[src/shared/standby_pkg.sv]
// Constants, types and decode helpers for the standby controller.
// Assumes one 200 MHz core clock and a byte-wide register port.
//
// Overview of operation
// - Crystal-clocked core waits settling after stop exit.
// - Reset loads wait-select with longest wait code.
// - Code in bits 2:0, codes 1-5, upper zero.
// - Counter stops at selected wait; longer bits stay clear.
// - Settling counted only once crystal oscillation begins.
// - Halt enters from any processor clock source.
// - Halt gates off the core clock.
// - Halt on a main clock keeps fast oscillator and core's source.
// - Halt retains memory, latches, other oscillator states.
// - Unused external clocks follow their applied signal.
// - Status bits set shortest first, then stay set.
// - Status cleared on reset, stop, crystal stop control.
package standby_pkg;

   // ----------------------------------------------------------------
   // Register map and layout
   // ----------------------------------------------------------------
   localparam logic [15:0] ADDR_WAIT_SEL = 16'hffa4; // Wait select
   localparam logic [15:0] ADDR_SETTLE_STAT = 16'hffa3; // Status
   localparam int WAIT_CODE_W = 3; // Code field, bits 2:0
   localparam logic [2:0] WAIT_SEL_RESET = 3'h5; // Longest wait
   localparam int NUM_THRESH = 5; // Settling thresholds
   localparam logic [NUM_THRESH-1:0] STAT_RESET = 5'h00; // Cleared
   localparam int STAT_FIRST_BIT = 4; // Shortest threshold bit
   localparam int CNT_W = 17; // Holds two to the sixteenth
   // Threshold exponents in crystal periods, shortest first
   localparam int SETTLE_EXP [NUM_THRESH] = '{11, 13, 14, 15, 16};

   // ----------------------------------------------------------------
   // Types
   // ----------------------------------------------------------------
   typedef enum logic [1:0] {ST_RUN, ST_HALT, ST_STOP, ST_WAIT}
      pwr_state_e;
   typedef enum logic [1:0]
      {SRC_FAST_INT, SRC_CRYSTAL, SRC_EXT_MAIN, SRC_SUBSYS} clk_src_e;
   typedef struct packed
   {
      logic wr;
      logic rd;
      logic [15:0] addr;
      logic [7:0] wdata;
   } reg_req_s;
   typedef struct packed
   {
      logic fast_int;
      logic crystal;
      logic subsys;
      logic slow_int;
   } osc_run_s;

   // ----------------------------------------------------------------
   // Decode helpers
   // ----------------------------------------------------------------
   // Period count of a wait code; prohibited codes act as longest
   function automatic logic [CNT_W-1:0] wait_limit(input logic [2:0] c);
      logic [CNT_W-1:0] lim;
      lim = CNT_W'(1) << SETTLE_EXP[NUM_THRESH-1];
      for (int k = 0; k < NUM_THRESH; k++)
      begin
         if (int'(c) == k + 1)
            lim = CNT_W'(1) << SETTLE_EXP[k];
      end
      return lim;
   endfunction

   // Status pattern reached by a count, capped at the selected wait
   function automatic logic [NUM_THRESH-1:0] stat_of
      (input logic [CNT_W-1:0] cnt, input logic [2:0] c);
      logic [NUM_THRESH-1:0] s;
      logic [CNT_W-1:0] th;
      s = '0;
      for (int k = 0; k < NUM_THRESH; k++)
      begin
         th = CNT_W'(1) << SETTLE_EXP[k];
         if (cnt >= th && th <= wait_limit(c))
            s[STAT_FIRST_BIT-k] = 1'b1;
      end
      return s;
   endfunction

endpackage

[src/settle_counter.sv]
// Crystal settling counter, saturating at a programmable limit.
// Assumes step is a one-cycle pulse per crystal period.
`timescale 1ns/1ps

module settle_counter
   import standby_pkg::*;
#(
   parameter int W = CNT_W
)
(
   input wire logic clock,
   input wire logic arst_n,
   input wire logic clear,
   input wire logic step,
   input wire logic [W-1:0] limit,
   output logic [W-1:0] count
);

   logic [W-1:0] count_r; // Periods counted so far
   logic [W-1:0] count_nxt; // Next count

   // ----------------------------------------------------------------
   // Count logic
   // ----------------------------------------------------------------
   // Saturation keeps longer thresholds unreachable
   always_comb
   begin
      count_nxt = count_r;
      if (clear)
         count_nxt = '0; // Restart from zero
      else if (step && count_r < limit)
         count_nxt = count_r + W'(1); // Stop at selected wait
   end

   // Register only
   always_ff @(posedge clock or negedge arst_n)
   begin
      if (!arst_n)
         count_r <= '0;
      else
         count_r <= count_nxt;
   end

   assign count = count_r;
endmodule

[src/standby_stab_wait_control.sv]
// Standby controller: halt and stop states, crystal settling wait,
// wait-select and settling status registers.
// Assumes pulses from the core on this clock; crystal signals async.
`timescale 1ns/1ps

module standby_stab_wait_control
   import standby_pkg::*;
(
   input wire logic clock,
   input wire logic arst_n,
   input wire reg_req_s reg_req,
   output logic [7:0] rdata,
   input wire clk_src_e cpu_src,
   input wire logic halt_exec,
   input wire logic stop_exec,
   input wire logic irq_pending,
   input wire logic crystal_stop_ctrl,
   input wire osc_run_s osc_req,
   input wire logic xtal_started_pin,
   input wire logic xtal_tick_pin,
   output logic cpu_clk_en,
   output logic proc_hold,
   output logic halt_active,
   output logic stop_active,
   output logic retain_state,
   output osc_run_s osc_run
);

   // ----------------------------------------------------------------
   // Declarations
   // ----------------------------------------------------------------
   logic [1:0] sync1_r; // First stage, read only by second
   logic [1:0] sync2_r; // Second stage: started, tick
   logic tick_d_r; // Tick history for edge detect
   pwr_state_e state_r, state_nxt; // Power state
   logic [2:0] wait_sel_r, wait_sel_nxt; // Wait code
   logic [NUM_THRESH-1:0] stat_r, stat_nxt; // Settling status
   logic [7:0] rdata_r, rdata_nxt; // Read data
   logic cpu_clk_en_r, cpu_clk_en_nxt; // Core clock enable
   logic proc_hold_r, proc_hold_nxt; // Held after stop exit
   logic halt_r, halt_nxt; // Halt flag
   logic stop_r, stop_nxt; // Stop flag
   logic retain_r, retain_nxt; // Freeze memory and latches
   osc_run_s osc_r, osc_nxt; // Oscillator run states
   logic [CNT_W-1:0] count; // Settled periods
   logic [CNT_W-1:0] limit; // Selected wait in periods
   logic started; // Crystal oscillating
   logic step; // One crystal period seen
   logic stop_go; // Stop taken this cycle
   logic cnt_clear; // Restart settling
   logic main_src; // Core on a main clock

   // ----------------------------------------------------------------
   // Crystal input synchronisers
   // ----------------------------------------------------------------
   // Pins are async to the core clock; two stages before use
   always_ff @(posedge clock or negedge arst_n)
   begin
      if (!arst_n)
      begin
         sync1_r <= 2'h0;
         sync2_r <= 2'h0;
         tick_d_r <= 1'b0;
      end
      else
      begin
         sync1_r <= {xtal_tick_pin, xtal_started_pin};
         sync2_r <= sync1_r;
         tick_d_r <= sync2_r[1];
      end
   end

   assign started = sync2_r[0];
   // Periods count only once oscillation has begun
   assign step = started && sync2_r[1] && !tick_d_r;
   assign main_src = cpu_src != SRC_SUBSYS;
   // Stop is only possible from a main clock
   assign stop_go = state_r == ST_RUN && stop_exec && main_src;
   // Stop or the crystal stop control restarts settling
   assign cnt_clear = stop_go || crystal_stop_ctrl;
   assign limit = wait_limit(wait_sel_r);

   // ----------------------------------------------------------------
   // Settling counter
   // ----------------------------------------------------------------
   settle_counter #(.W(CNT_W)) u_count
   (
      .clock(clock),
      .arst_n(arst_n),
      .clear(cnt_clear),
      .step(step && state_r != ST_STOP),
      .limit(limit),
      .count(count)
   );

   // ----------------------------------------------------------------
   // Registers and status
   // ----------------------------------------------------------------
   // Byte-wide port; reads answer one cycle after the strobe
   always_comb
   begin
      wait_sel_nxt = wait_sel_r;
      if (reg_req.wr && reg_req.addr == ADDR_WAIT_SEL)
         wait_sel_nxt = reg_req.wdata[WAIT_CODE_W-1:0];
      // Bits accumulate; a hardware clear restarts them
      stat_nxt = cnt_clear ? STAT_RESET : stat_r | stat_of(count,
         wait_sel_r);
      rdata_nxt = 8'h00; // Unmapped and idle read zero
      if (reg_req.rd && reg_req.addr == ADDR_WAIT_SEL)
         rdata_nxt = {5'h00, wait_sel_r}; // Upper bits zero
      else if (reg_req.rd && reg_req.addr == ADDR_SETTLE_STAT)
         rdata_nxt = {3'h0, stat_r};
   end

   // Register only; reset loads longest wait
   always_ff @(posedge clock or negedge arst_n)
   begin
      if (!arst_n)
      begin
         wait_sel_r <= WAIT_SEL_RESET;
         stat_r <= STAT_RESET;
         rdata_r <= 8'h00;
      end
      else
      begin
         wait_sel_r <= wait_sel_nxt;
         stat_r <= stat_nxt;
         rdata_r <= rdata_nxt;
      end
   end

   // ----------------------------------------------------------------
   // Power state machine and clock control
   // ----------------------------------------------------------------
   always_comb
   begin
      state_nxt = state_r;
      case (state_r)
         ST_RUN:
         begin
            if (stop_go)
               state_nxt = ST_STOP;
            else if (halt_exec)
               state_nxt = ST_HALT; // Any source may halt
         end
         ST_HALT:
         begin
            if (irq_pending)
               state_nxt = ST_RUN; // Interrupt resumes
         end
         ST_STOP:
         begin
            // Crystal-clocked core must wait for settling
            if (irq_pending)
               state_nxt = cpu_src == SRC_CRYSTAL ? ST_WAIT : ST_RUN;
         end
         ST_WAIT:
         begin
            if (count >= limit)
               state_nxt = ST_RUN;
         end
         default:
            state_nxt = ST_RUN;
      endcase
      // Core clock runs only in the run state
      cpu_clk_en_nxt = state_nxt == ST_RUN;
      proc_hold_nxt = state_nxt == ST_WAIT;
      halt_nxt = state_nxt == ST_HALT;
      stop_nxt = state_nxt == ST_STOP;
      // Memory and port latches frozen while idle
      retain_nxt = state_nxt != ST_RUN;
      // Oscillators other than the core's source follow software while running
      osc_nxt = osc_r;
      case (state_nxt)
         ST_RUN:
         begin
            osc_nxt = osc_req;
            osc_nxt.crystal = osc_req.crystal || cpu_src == SRC_CRYSTAL;
            osc_nxt.fast_int = osc_req.fast_int ||
               cpu_src == SRC_FAST_INT;
         end
         ST_HALT:
         begin
            // Others keep prior state
            if (main_src)
               osc_nxt.fast_int = 1'b1; // Cannot stop
            if (cpu_src == SRC_CRYSTAL)
               osc_nxt.crystal = 1'b1; // Core source runs
         end
         ST_STOP:
         begin
            osc_nxt.fast_int = 1'b0; // Main oscillators stop
            osc_nxt.crystal = 1'b0;
         end
         ST_WAIT:
         begin
            osc_nxt.crystal = 1'b1; // Needed for the settling count
            osc_nxt.fast_int = 1'b1;
         end
         default:
            osc_nxt = osc_r;
      endcase
      // External clock inputs are never gated here; they run or stop
      // purely with the applied signal
   end

   // Register only; reset leaves core running
   always_ff @(posedge clock or negedge arst_n)
   begin
      if (!arst_n)
      begin
         state_r <= ST_RUN;
         cpu_clk_en_r <= 1'b1;
         proc_hold_r <= 1'b0;
         halt_r <= 1'b0;
         stop_r <= 1'b0;
         retain_r <= 1'b0;
         osc_r <= 4'h0;
      end
      else
      begin
         state_r <= state_nxt;
         cpu_clk_en_r <= cpu_clk_en_nxt;
         proc_hold_r <= proc_hold_nxt;
         halt_r <= halt_nxt;
         stop_r <= stop_nxt;
         retain_r <= retain_nxt;
         osc_r <= osc_nxt;
      end
   end

   assign rdata = rdata_r;
   assign cpu_clk_en = cpu_clk_en_r;
   assign proc_hold = proc_hold_r;
   assign halt_active = halt_r;
   assign stop_active = stop_r;
   assign retain_state = retain_r;
   assign osc_run = osc_r;
endmodule

[config.mk]
export PLATFORM = sky130hd
export DESIGN_NAME = standby_stab_wait_control
export DESIGN_NICKNAME = d
export VERILOG_FILES = /design/src/shared/standby_pkg.sv /design/src/settle_counter.sv /design/src/standby_stab_wait_control.sv
export SDC_FILE = /design/constraint.sdc
export NUM_CORES = 1
export LEC_CHECK = 0
export BUFFER_PORTS_ARGS = -buffer_cell sky130_fd_sc_hd__clkbuf_2
export CORE_ASPECT_RATIO = 0.5
export CORE_UTILIZATION = 49
export CTS_CLUSTER_SIZE = 10
export DETAILED_ROUTE_END_ITERATION = 7
export GPL_ROUTABILITY_DRIVEN = 0
export HOLD_SLACK_MARGIN = 0.15
export PLACE_DENSITY = 0.78
export SLEW_MARGIN = 20
export SYNTH_ARGS = -nofsm -noshare
export SYNTH_HDL_FRONTEND = slang
export SYNTH_HIERARCHICAL = 1
export SYNTH_SLANG_ARGS = --single-unit
export TNS_END_PERCENT = 1
[constraint.sdc]
create_clock -name clock -period 2.7 [get_ports clock]
set_clock_uncertainty 0.1 [all_clocks]
set_input_delay 0.27 -clock clock [delete_from_list [all_inputs] [get_ports clock]]
set_output_delay 0.27 -clock clock [all_outputs]
set_load 0.01 [all_outputs]
==> results_dict.tcl <==
set metrics [dict create \
    outcome "finished with violations" \
    violations "setup timing" \
    firstDrtPassIters 4 \
    critPathKind "reg2reg" \
    drc 0 \
    synth_common_cells "dfrtp_1 (43), inv_1 (32), nand2_1 (25)" \
    finalCriticalPeriod_ns 2.82 \
    cts_sinks 46 \
    fmax_mhz 355 \
    cp_common_cell "inv_2" \
    synth_top_flop_cell "dfrtp_1" \
    ant_nets 0 \
    io_buffers 48 \
    r2r-end "u_count/count[3]$_DFFE_PN0P_" \
    ys_warn_count 6 \
    numCtsBuffers 5 \
    start_util 0.529 \
    reg2reg_slack_ns -0.12 \
    yosys_register_bits 46 \
    r2r_cells 12 \
    critPathMaxStageDelay_ns 0.58 \
    fin_util 0.690 \
    fillers 377 \
    dp_cells 435 \
    worstReg2RegStart "wait_sel_r[0]$_DFFE_PN1P_" \
    path_cells "or3b_4 -> inv_2 -> inv_2 -> ha_4 -> nand2_4 -> buf_6 -> nor3_4 -> o311ai_4 -> buf_4 -> nand4_1 -> xor2_1 -> nor2_1" \
    tritoncts "built" \
    antenna_found_initial 0 \
    grt_usage 0.249 \
    wl_per_cell_um 14.8 \
    end_kind "flop" \
    synth_cells 287 \
    cp-start-kind "flop" \
    holdPathStages 3 \
    cp.required_ns 2.76 \
    vias 2516 \
    synth_fa_ha_area_frac 0.101 \
    areaGrowthSynthToFinish_pct 30.4 \
    die_area_mm2 0.00587 \
    synth-compound-area-share 0.143 \
    synthArstFlopShare 1.00 \
    leakage_nw 1.69 \
    instances_no_fill 456 \
    crit_arrival_ns 2.88 \
    synth_mux_area_frac 0.0285 \
    synth-xor-area-share 0.0129 \
    finalMaxSlewViolations 0 \
    num_rows 18 \
    grt_pass1_wl_um 11000 \
    yosysTopAreaCellShare 0.396 \
    io_pins 57 \
    dpl_cell_area_mm2 0.00324 \
    worst_slack_ns -0.118 \
    hold_class "in2reg" \
    coreArea_mm2 0.00513 \
    hold_viol_final 0 \
    grt_pass1_vias 2460 \
    first_iter_violations 144 \
    relSlewSlack 0.462 \
    vdd_drop_max_uv 380 \
    grt_max_degree 47 \
    grt_overflow 0 \
    synth_edf_count 0 \
    seq_area_frac_synth 0.425 \
    die_w_um 107 \
    synth_area_per_cell_um2 9.47 \
    antenna_cells 0 \
    fin_area_mm2 0.00354 \
    clk_path_buf_depth 2 \
    synth_cell_type_count 54 \
    post-synth-top-count-cell "dfrtp_1" \
    num-nets-final 447 \
    yosys.area_share.simple 0.224 \
    period_share 1.04 \
    crit_path_max_fanout 5 \
    worstSkewPairLatency_ns 0.31 \
    synth_top_family_by_area "simple AND/OR/NAND/NOR gates" \
    worst_pin_slew_ns 0.807 \
    via_per_inst 5.52 \
    cts_htree_levels 2 \
    syn-cell-area_mm2 0.00272 \
    post-place-ws_ns -0.264 \
    dp_hpwl_um 4620 \
    cts-root-buf "clkbuf_8" \
    dieHeight_um 54.7 \
    holdCritStartpoint "reg_req[10]" \
    synth_area_leaders "dfrtp_1 (40%), ha_1 (10%), inv_1 (4.4%)" \
    max-cap-violations 0 \
    power.density_mw_per_mm2 494 \
    rsz0062_at_grt "true" \
    drive_gt1_frac 0.306 \
    synth_area_leader_cell "dfrtp_1" \
    clkTransAtPathRegs_ns 0.09 \
    routed_wl_um 6730 \
    crit_path_top_delay_cell "dfstp_2" \
    setup_violations 20 \
    whs_endpoint "rdata[3]$_DFF_PN0_" \
]
==> cells by family after synthesis <==
family | count (synthesis)
adders and majority gates | 22
other | 1
AOI/OAI and AO/OA | 58
buffers and inverters | 41
DFF | 46
xor gates and xnor gates | 4
and+or+nand+nor | 108
muxes | 7
==> how the worst max path moves through the flow <==
| stage | start | end | slack [ns] | cells past startpoint |
|---|---|---|---|---|
| after floorplan | wait_sel_r[0]$_DFFE_PN1P_ | u_count/count[13]$_DFFE_PN0P_ | 0.003 | 11 |
| after global placement | wait_sel_r[0]$_DFFE_PN1P_ | u_count/count[14]$_DFFE_PN0P_ | -0.19 | 10 |
| after detailed placement | wait_sel_r[0]$_DFFE_PN1P_ | u_count/count[14]$_DFFE_PN0P_ | -0.26 | 10 |
| after global routing | wait_sel_r[1]$_DFFE_PN0P_ | osc_run[0]$_DFFE_PN0N_ | -0.24 | 11 |
| after CTS | wait_sel_r[0]$_DFFE_PN1P_ | u_count/count[12]$_DFFE_PN0P_ | -0.07 | 10 |
| final | wait_sel_r[0]$_DFFE_PN1P_ | u_count/count[3]$_DFFE_PN0P_ | -0.12 | 12 |
==> layer usage <==
metal  wire length [µm]  track usage
met1               2870        0.284
met2               3420        0.494
met3                365       0.0417
met4                 75       0.0799
met5                  0            0
==> worst max-delay path, delay by kind of cell, from the launching register on <==
family / cells / cell delay, ns
AOI/OAI and AO/OA: 1 / 0.23
adders and majority gates: 1 / 0.26
DFF: 1 / 0.58
buffers and inverters: 4 / 0.41
and+or+nand+nor: 5 / 0.88
xor gates and xnor gates: 1 / 0.21
==> cell type report <==
cell class                      instances  area [µm²]  share of cell area
Sequential cell                        46        1150               0.326
Multi-Input combinational cell        216        1550               0.438
Clock buffer                            7        86.3              0.0244
Inverter                               32         120              0.0339
Clock inverter                          1        5.00             0.00141
Tap cell                               70        87.6              0.0247
Timing Repair Buffer                   84         537               0.151
==> registers in the layout (all words and copies together), names as in the netlist, 2 cells and up <==
name and count:
stat_r 5, wait_sel_r 3, osc_run 4, u_count/count 17, sync1_r 2, rdata 5
sync2_r 2, state_r 2
==> power breakdown <==
part	switching, mW	total [mW]	leakage (nW)	internal [mW]
registers	0.0523	0.832	0.601	0.780
logic	0.266	0.479	1.04	0.213
clock network	0.233	0.440	0.0482	0.207
==> layout by cell type (no fill, tap or decap), drive strengths merged, types with 3 or more instances in the layout <==
| cell type | instances |
|---|---|
| xor2 | 3 |
| nand3 | 11 |
| conb | 15 |
| and3 | 8 |
| dfstp | 3 |
| o21ai | 8 |
| inv | 32 |
| nor2 | 18 |
| buf | 27 |
| clkbuf | 55 |
| nor2b | 3 |
| dlygate4sd3 | 9 |
| or4 | 10 |
| a21oi | 23 |
| o31ai | 9 |
| nor3 | 5 |
| nor4 | 4 |
| mux2 | 6 |
| a22o | 3 |
| or3 | 4 |
| nand4 | 8 |
| ha | 22 |
| nand2 | 25 |
| dfrtp | 43 |
==> what timing repair did <==
action	CTS	global route
setup buffers	2	0
gates resized for setup	17	2
hold endpoints to repair	51	0
setup endpoints to repair	18	24
pin swaps	18	5
gates cloned	2	0
hold buffers	9	0
==> metrics by stage <==
step                hold slack, ns  total power [mW]  TNS (ns)
finish                       0.208              1.75     -1.40
global route                 0.229              1.85     -3.78
CTS                          0.215              1.75    -0.338
detailed placement           0.237              1.28     -3.10
global placement             0.234              1.25     -1.94
floorplan                   -0.126              1.10         0
Note: power is estimated with default switching activity, not from simulation.
